==> config.mk <==
export PLATFORM = sky130hd
export DESIGN_NAME = psc_regs
export DESIGN_NICKNAME = d
export VERILOG_FILES = /design/src/core/psc_pkg.sv /design/src/core/psc_regs.sv
export SDC_FILE = /design/constraint.sdc
export NUM_CORES = 2
export LEC_CHECK = 0
export ABC_CLOCK_PERIOD_IN_PS = 2600
export BUFFER_PORTS_ARGS = -buffer_cell sky130_fd_sc_hd__buf_2
export CELL_PAD_IN_SITES_DETAIL_PLACEMENT = 0
export CELL_PAD_IN_SITES_GLOBAL_PLACEMENT = 1
export CORE_ASPECT_RATIO = 0.6
export CORE_MARGIN = 2
export CORE_UTILIZATION = 50
export CTS_BUF_LIST = sky130_fd_sc_hd__clkbuf_4 sky130_fd_sc_hd__clkbuf_8
export CTS_CLUSTER_DIAMETER = 80
export CTS_CLUSTER_SIZE = 28
export DETAILED_ROUTE_END_ITERATION = 16
export PLACE_DENSITY = 0.86
export SLEW_MARGIN = 20
export SYNTH_ARGS = -nofsm -noshare
export SYNTH_HDL_FRONTEND = slang
export SYNTH_SLANG_ARGS = --single-unit
==> constraint.sdc <==
create_clock -name clk -period 2.6 [get_ports clk]
set_clock_uncertainty 0.05 [all_clocks]
set_input_delay 0.52 -clock clk [delete_from_list [all_inputs] [get_ports clk]]
set_output_delay 0.52 -clock clk [all_outputs]
set_load 0.02 [all_outputs]
==> src/core/psc_pkg.sv <==
// Constants and carriers for the processor status register bank.
// Assumes one core clock; PLL output cycles equal core clock cycles here.
package psc_pkg;

   localparam int PSC_NUM_W = 8;
   localparam int PSC_SLOTS = 50;
   localparam int PSC_RANGES = 13;

   // Register numbers of the dedicated fields
   localparam logic [7:0] PSC_NUM_RAM_BASE = 8'h00;
   localparam logic [7:0] PSC_NUM_VEC_BASE = 8'h01;
   localparam logic [7:0] PSC_NUM_TILE_CTRL = 8'h02;
   localparam logic [7:0] PSC_NUM_BOOT = 8'h03;
   localparam logic [7:0] PSC_NUM_RING0 = 8'h07;
   localparam logic [7:0] PSC_NUM_RING3 = 8'h0a;
   localparam logic [7:0] PSC_NUM_MEM_SIZE = 8'h0c;

   // Reset values, writable masks and the memory size read mask
   localparam logic [31:0] PSC_RAM_RESET = 32'h0004_0000;
   localparam logic [31:0] PSC_RAM_MASK = 32'hffff_fffc;
   localparam logic [31:0] PSC_VEC_RESET = 32'h0000_0000;
   localparam logic [31:0] PSC_VEC_MASK = 32'hfffc_0000;
   localparam logic [31:0] PSC_TILE_RESET = 32'h0000_0000;
   localparam logic [31:0] PSC_TILE_MASK = 32'h03ff_ff36;
   localparam logic [31:0] PSC_MEM_MASK = 32'hffff_fffc;
   localparam logic [31:0] PSC_SEC_MASK = 32'h8000_5fb1;
   localparam logic [31:0] PSC_RING_CTRL_MASK = 32'h0000_0003;
   localparam logic [31:0] PSC_FULL_MASK = 32'hffff_ffff;

   // Tile control field positions and the vector base split
   localparam int PSC_TX_DELAY_HI = 25;
   localparam int PSC_TX_DELAY_LO = 18;
   localparam int PSC_TX_DIV_HI = 17;
   localparam int PSC_TX_DIV_LO = 9;
   localparam int PSC_RGMII_EN_BIT = 8;
   localparam int PSC_DYN_MODE_BIT = 5;
   localparam int PSC_DIV_EN_BIT = 4;
   localparam int PSC_UTMI_SEL_BIT = 2;
   localparam int PSC_ULPI_EN_BIT = 1;
   localparam int PSC_VEC_SPLIT = 16;

   // Core clock divide ratio in low-power mode
   localparam logic [7:0] PSC_CORE_DIV = 8'h04;

   // Storage ranges: first number, last number, first slot, mask
   localparam logic [PSC_RANGES-1:0][7:0] PSC_RNG_LO = {
      8'h06, 8'h05, 8'h9c, 8'h90, 8'h80, 8'h70, 8'h60,
      8'h50, 8'h40, 8'h30, 8'h20, 8'h18, 8'h10};
   localparam logic [PSC_RANGES-1:0][7:0] PSC_RNG_HI = {
      8'h06, 8'h05, 8'h9f, 8'h93, 8'h83, 8'h73, 8'h63,
      8'h53, 8'h43, 8'h33, 8'h27, 8'h18, 8'h16};
   localparam logic [PSC_RANGES-1:0][7:0] PSC_RNG_SLOT = {
      8'h31, 8'h30, 8'h2c, 8'h28, 8'h24, 8'h20, 8'h1c,
      8'h18, 8'h14, 8'h10, 8'h08, 8'h07, 8'h00};
   localparam logic [PSC_RANGES-1:0][31:0] PSC_RNG_MASK = {
      PSC_RING_CTRL_MASK, PSC_SEC_MASK, {11{PSC_FULL_MASK}}};

   // Status read or write request from the core
   typedef struct packed {
      logic valid;
      logic write;
      logic [PSC_NUM_W-1:0] num;
      logic [31:0] wdata;
   } psc_req_t;

   // Answer to a status request
   typedef struct packed {
      logic ack;
      logic err;
      logic [31:0] rdata;
   } psc_rsp_t;

   // Read-only values supplied by the tile
   typedef struct packed {
      logic [31:0] boot;
      logic [3:0][15:0] ring;
      logic [31:0] mem_size;
   } psc_stat_t;

endpackage : psc_pkg

==> src/core/psc_regs.sv <==
// Processor status register bank with tile control side effects.
// Assumes requests are synchronous to clk and PLL output equals clk.
module psc_regs
   import psc_pkg::*;
(
   // Clock and reset
   input wire logic clk,
   input wire logic rst_n,
   // Status access port
   input wire psc_req_t req,
   output psc_rsp_t rsp,
   // Tile status inputs
   input wire psc_stat_t stat,
   input wire logic all_paused,
   // Event vectoring
   input wire logic event_take,
   input wire logic [15:0] event_vector,
   output logic [31:0] event_target,
   // Configuration outputs
   output logic [31:0] ram_base_addr,
   output logic [31:0] vector_base_addr,
   output logic rgmii_enable,
   output logic rgmii_tx_clk,
   output logic rgmii_tx_strobe,
   output logic core_div_active,
   output logic core_clk_en,
   output logic usb_utmi_sel,
   output logic ulpi_enable
);

   // Whole module state
   typedef struct packed {
      logic [31:0] ram_base;
      logic [31:0] vec_base;
      logic [31:0] tile;
      logic [PSC_SLOTS-1:0][31:0] bank;
      logic ack;
      logic err;
      logic [31:0] rdata;
      logic [31:0] target;
      logic [8:0] tx_cnt;
      logic tx_clk;
      logic [7:0] dly_cnt;
      logic tx_strobe;
      logic [7:0] core_cnt;
      logic core_en;
   } psc_state_t;

   psc_state_t st;
   psc_state_t next_st;

   // Decode of the request number into a storage slot
   logic hit;
   logic [5:0] slot;
   logic [31:0] slot_mask;
   logic [7:0] diff;

   // Tile control fields
   logic [7:0] tx_delay;
   logic [8:0] tx_div;
   logic tx_rise;
   logic div_on;

   assign tx_delay = st.tile[PSC_TX_DELAY_HI:PSC_TX_DELAY_LO];
   assign tx_div = st.tile[PSC_TX_DIV_HI:PSC_TX_DIV_LO];
   assign tx_rise = rgmii_enable && (st.tx_cnt == tx_div);

   // Range table walk; the debug banks are plain storage
   always_comb begin
      hit = 1'b0;
      slot = 6'h00;
      slot_mask = 32'h0;
      diff = 8'h00;
      for (int i = 0; i < PSC_RANGES; i++) begin
         if (req.num >= PSC_RNG_LO[i] && req.num <= PSC_RNG_HI[i]) begin
            hit = 1'b1;
            diff = 8'(req.num - PSC_RNG_LO[i] + PSC_RNG_SLOT[i]);
            slot = diff[5:0];
            slot_mask = PSC_RNG_MASK[i];
         end
      end
   end

   // Divider applies always in static mode, on pause in dynamic mode
   assign div_on = st.tile[PSC_DIV_EN_BIT]
      && (!st.tile[PSC_DYN_MODE_BIT] || all_paused);

   // Next state
   always_comb begin
      next_st = st;
      next_st.ack = 1'b0;
      next_st.err = 1'b0;
      next_st.tx_strobe = 1'b0;
      // One word per request, answered on the following edge
      if (req.valid) begin
         next_st.ack = 1'b1;
         next_st.rdata = 32'h0;
         if (req.write) begin
            if (req.num == PSC_NUM_RAM_BASE) begin
               next_st.ram_base = req.wdata & PSC_RAM_MASK;
            end else if (req.num == PSC_NUM_VEC_BASE) begin
               next_st.vec_base = req.wdata & PSC_VEC_MASK;
            end else if (req.num == PSC_NUM_TILE_CTRL) begin
               next_st.tile = req.wdata & PSC_TILE_MASK;
            end else if (hit) begin
               next_st.bank[slot] = req.wdata & slot_mask;
            end else begin
               // Read-only or unmapped numbers refuse the write
               next_st.err = 1'b1;
            end
         end else begin
            if (req.num == PSC_NUM_RAM_BASE) begin
               next_st.rdata = st.ram_base;
            end else if (req.num == PSC_NUM_VEC_BASE) begin
               next_st.rdata = st.vec_base;
            end else if (req.num == PSC_NUM_TILE_CTRL) begin
               next_st.rdata = st.tile;
            end else if (req.num == PSC_NUM_BOOT) begin
               next_st.rdata = stat.boot;
            end else if (req.num >= PSC_NUM_RING0
                         && req.num <= PSC_NUM_RING3) begin
               // Ring counts only carry 16 bits
               next_st.rdata = {16'h0,
                  stat.ring[2'(req.num - PSC_NUM_RING0)]};
            end else if (req.num == PSC_NUM_MEM_SIZE) begin
               next_st.rdata = stat.mem_size & PSC_MEM_MASK;
            end else if (hit) begin
               next_st.rdata = st.bank[slot];
            end else begin
               next_st.err = 1'b1;
            end
         end
      end

      // Event target latched when the event is taken
      if (event_take) begin
         next_st.target = {st.vec_base[31:PSC_VEC_SPLIT],
                           event_vector};
      end

      // Transmit clock counter, parked while the ports are off
      if (!rgmii_enable) begin
         next_st.tx_cnt = 9'h000;
         next_st.tx_clk = 1'b0;
      end else if (tx_rise) begin
         next_st.tx_cnt = 9'h000;
         next_st.tx_clk = 1'b1;
      end else begin
         next_st.tx_cnt = 9'(st.tx_cnt + 9'h001);
         if (st.tx_cnt == (tx_div >> 1)) begin
            next_st.tx_clk = 1'b0;
         end
      end

      // Data strobe trails the clock rise by the programmed delay
      if (tx_rise) begin
         next_st.dly_cnt = tx_delay;
         next_st.tx_strobe = (tx_delay == 8'h00);
      end else if (st.dly_cnt != 8'h00) begin
         next_st.dly_cnt = 8'(st.dly_cnt - 8'h01);
         next_st.tx_strobe = (st.dly_cnt == 8'h01);
      end
      if (!rgmii_enable) begin
         next_st.dly_cnt = 8'h00;
         next_st.tx_strobe = 1'b0; // No stray strobe once the ports are off
      end

      // Core clock enable: every cycle, or one in PSC_CORE_DIV
      if (!div_on) begin
         next_st.core_cnt = 8'h00;
         next_st.core_en = 1'b1;
      end else if (st.core_cnt >= PSC_CORE_DIV - 8'h01) begin
         next_st.core_cnt = 8'h00;
         next_st.core_en = 1'b1;
      end else begin
         next_st.core_cnt = 8'(st.core_cnt + 8'h01);
         next_st.core_en = 1'b0;
      end
   end

   // State register; storage banks clear at reset
   always_ff @(posedge clk or negedge rst_n) begin
      if (!rst_n) begin
         st <= '0;
         st.ram_base <= PSC_RAM_RESET;
         st.vec_base <= PSC_VEC_RESET;
         st.tile <= PSC_TILE_RESET;
         st.core_en <= 1'b1;
      end else begin
         st <= next_st;
      end
   end

   // Outputs straight from state, except core_div_active which also follows all_paused
   assign rsp = '{ack: st.ack, err: st.err, rdata: st.rdata};
   assign event_target = st.target;
   assign ram_base_addr = st.ram_base;
   assign vector_base_addr = st.vec_base;
   assign rgmii_enable = st.tile[PSC_RGMII_EN_BIT];
   assign rgmii_tx_clk = st.tx_clk;
   assign rgmii_tx_strobe = st.tx_strobe;
   assign core_div_active = div_on;
   assign core_clk_en = st.core_en;
   assign usb_utmi_sel = st.tile[PSC_UTMI_SEL_BIT];
   assign ulpi_enable = st.tile[PSC_ULPI_EN_BIT];
endmodule : psc_regs

==> results by group <==
Drt
  • DRT iter0 DRCs: roughly 12000
  • Drt wl/cell: 30.86 microns
  • DRT Pass-1 Iters: 9
  • DR vias: about 75000
  • Post-route ant nets: 0
  • DRC violations left: 0
  • Vias/cell: ~6.4
  • Final WL: about 360000 microns

Critical path
  • Setup CP Type: in -> reg
  • CP cell instances: buf_12, buf_8, ha_4, and3_4, o221ai_4, and2_4, nand3_4, o211ai_4, buf_12, nand2_8, buf_16, buf_16, buf_12, buf_12, a211oi_1, a311oi_1, nor3_2, nor3_2, a221o_1
  • Setup crit start kind: input pin
  • CP Data Required Time: between 3 and 4 ns
  • Critical path's top delay family: compound AO/OA/AOI/OAI gates
  • Max stage delay cell, worst path: nor3_2
  • Crit path DAT: ~4.3 ns
  • Largest stage delay on the critical path: 0.39 ns
  • CP dominant cell by count: buf_12
  • Buffer and inverter count on the worst path: 7
  • Crit path capture type: flip-flop
  • Worst Path Max Fanout: 24

GRT
  • GR Overflow Total: 0
  • GRT Total Usage: 40.06%
  • Vias in the first global route: 68486
  • Antenna violations before repair: 25
  • First-pass GRT wire length: 486300 microns
  • Largest net degree at the start of global routing: 108

Die
  • Ports: between 300 and 400
  • Die Wd: 525.4 microns
  • Row cnt: 114
  • Initial core utilization: 50.52%
  • DIE AREA: 0.1665 sq mm
  • Core footprint: 0.1615 sq mm
  • Die Y-Extent: 316.9 microns

Pwr
  • Lkg Pwr: roughly 46 nW
  • Maximum vdd drop: between 300 and 400 uV
  • PwrDens: 524.9 mW/mm^2

Place
  • Buffers added on ports: 302
  • GP Congestion: roughly 0.97
  • Hpwl dp: 220700 microns

Yosys
  • Post-synth ARST share: 100.0%
  • Simple-Gate Fraction of Synth Area: 15.09%
  • Seq/Total Area, Yosys: 53.94%
  • Seq cells post-synth: 1758
  • Synth top area share: 53.87%
  • Synth Area in Adders: less than 1%
  • Post-Syn Instances: 8632
  • Yosys top cell by area: dfrtp_1
  • Synth Area in XOR/XNOR: less than 1%
  • Synth Area in Compound Gates: 16.81%
  • Multiplexer share of the synthesized area: 8.072%
  • Largest family of logic cells by synthesized area: compound AO/OA/AOI/OAI gates
  • Synth Area per Inst: 9.449 sq um
  • Top_reg_cell synth: dfrtp_1
  • Top cells by area, synth: dfrtp_1, nand2_1, o21ai_0
  • Post-synth EDFFs: 0
  • Synth cell types: between 80 and 90
  • Synth Cell Area: 0.08157 sq mm
  • Ys Warns: 0

Run status
  • Status: finished, violations left
  • Failing checks: setup timing

Timing
  • Fin Setup TNS: -926.91 ns
  • Max Clk Rate: approximately 280 MHz
  • Final setup viols: 1632
  • Final critical-path required period: 3.515 ns
  • Final hold viol count: 0
  • Slew of the pin with the lowest slew margin: 0.8329 ns
  • Fin crit share: 135.2%
  • RSZ-0062 raised after global routing: yes
  • Relative slew slack: between 40 and 50%
  • Final slew viol count: 0
  • Final setup margin: -0.9150 ns

Clock network
  • Clock Sinks: 1758
  • Max Buffers Root-to-Sink: 3
  • Total CTS buffers: 74
  • H-tree depth: 3
  • Root Driver: clkbuf_8
  • TritonCTS clock tree: done
  • Reg clk slew, reported paths: 0.18 ns
  • Worst-Skew Late Latency: 0.98 ns

Final layout
  • Storage element area: 0.04399 sq mm
  • Most common cell after layout, fill and taps aside: nand2_1
  • Commonest non-fill, non-tap cells in the layout: nand2_1, dfrtp_1, o21ai_0, buf_4, mux2i_1
  • Layout Nets: 9700
  • Final Util: 64.67%
  • Area growth syn-to-layout: 28.02%
  • Fillers: 12472
  • Share of cells above drive strength 1: between 20% and 30%
  • Multi-input logic area: 0.03730 sq mm

Worst hold path
  • Hold Crit Class: in -> async

Flow run
  • Maximum Capacitance Violations: 0
where the power goes:
part	switching [W]	total (W)	internal, W
registers	0.000830	0.0294	0.0285
clock network	0.00874	0.0116	0.00289
logic	0.00832	0.0138	0.00551
sequential cells by signal, indices dropped and copies added, names as in the netlist, 14 cells and up:
signal	flops
event_target	30
ram_base_addr	30
rsp	34
st	1644
vector_base_addr	14
kinds of logic (layout without fill, tap and decap cells):
group                      after synthesis  count (layout)
xor gates and xnor gates                35              35
other                                    1              41
DFF                                   1758            1758
buffers and inverters                  950            1790
AOI/OAI and AO/OA                     2380            2380
and+or+nand+nor                       2967            2967
adders and majority gates               24              24
muxes                                  517             517
final timing paths:
path	from	slack [ns]	to	cells past startpoint
setup / recovery	req[37]	-0.91	rsp[24]	19
max in group asynchronous	rst_n	1.27	st[260]	3
hold / removal	rst_n	0.06	rsp[32]	2
min in group clk	stat[108]	0.06	rsp[12]	5
hold reg to reg	st[1]	0.42	st[1]	1
setup reg to reg	ram_base_addr[31]	0.44	rsp[31]	6
area by class of cell:
class | count | area share [%]
Multi-Input combinational cell | 5951 | 35.72
Clock inverter | 7 | 0.07789
Tap cell | 2146 | 2.571
Sequential cell | 1758 | 42.13
Clock buffer | 82 | 1.069
Antenna cell | 13 | 0.03115
Timing Repair Buffer | 1683 | 18.31
Inverter | 18 | 0.09346
metal layers:
metal  track usage, %  share of wire, %  vias up
met5                0              0.26        -
met3            17.75                17     1059
li1                 -                 -    31406
met4            11.65               4.7       40
met2            54.01                39     5412
met1            57.86                39    37249
synth_stat cells, types with 8 or more instances:
| master | n |
|---|---|
| mux2i_1 | 318 |
| a21oi_1 | 134 |
| o21ai_0 | 1533 |
| a2111oi_0 | 12 |
| a221oi_1 | 11 |
| nand4_1 | 19 |
| inv_1 | 18 |
| xor2_1 | 15 |
| o221ai_1 | 13 |
| nand3_2 | 15 |
| nand3_1 | 149 |
| nand2b_1 | 9 |
| nor2b_1 | 27 |
| and3_1 | 195 |
| dfrtp_1 | 1756 |
| o2111ai_1 | 20 |
| a31oi_1 | 35 |
| o22ai_1 | 34 |
| a22oi_1 | 44 |
| nand2_1 | 2361 |
| buf_1 | 29 |
| mux4_2 | 103 |
| mux2_2 | 96 |
| o21ai_1 | 144 |
| nor2_1 | 86 |
| buf_2 | 157 |
| o311ai_0 | 14 |
| ha_1 | 24 |
| clkbuf_1 | 592 |
| nor3_1 | 64 |
| a211oi_1 | 145 |
| a311oi_1 | 137 |
| a311o_1 | 24 |
| buf_4 | 147 |
| xnor2_1 | 20 |
| and2_1 | 8 |
per-stage QoR:
stage | total power [W] | setup WS, ns | instance area [sq um] | hold WS [ns] | instances
floorplan | 0.03457 | -0.9978 | 82300 | 0.1744 | 8659
global placement | 0.04024 | -2.386 | 92830 | 0.3703 | 11130
detailed placement | 0.04043 | -2.271 | 92830 | 0.3906 | 11130
CTS | 0.05343 | -0.7045 | 100500 | 0.002466 | 11521
global route | 0.05620 | -0.8550 | 104400 | 0.02039 | 11650
finish | 0.05481 | -0.9150 | 104400 | 0.05560 | 11658
timing repair:
| item | CTS | global route |
|---|---|---|
| cloned | 51 | 57 |
| setup buffers | 193 | 79 |
| endpoints found under the setup margin | 1632 | 1633 |
| gates resized for setup | 612 | 627 |
| pin swaps | 175 | 191 |
| hold buffers | 66 | 0 |
| endpoints found under the hold margin | 652 | 0 |
No activity file was read; power rests on OpenSTA's default activity.
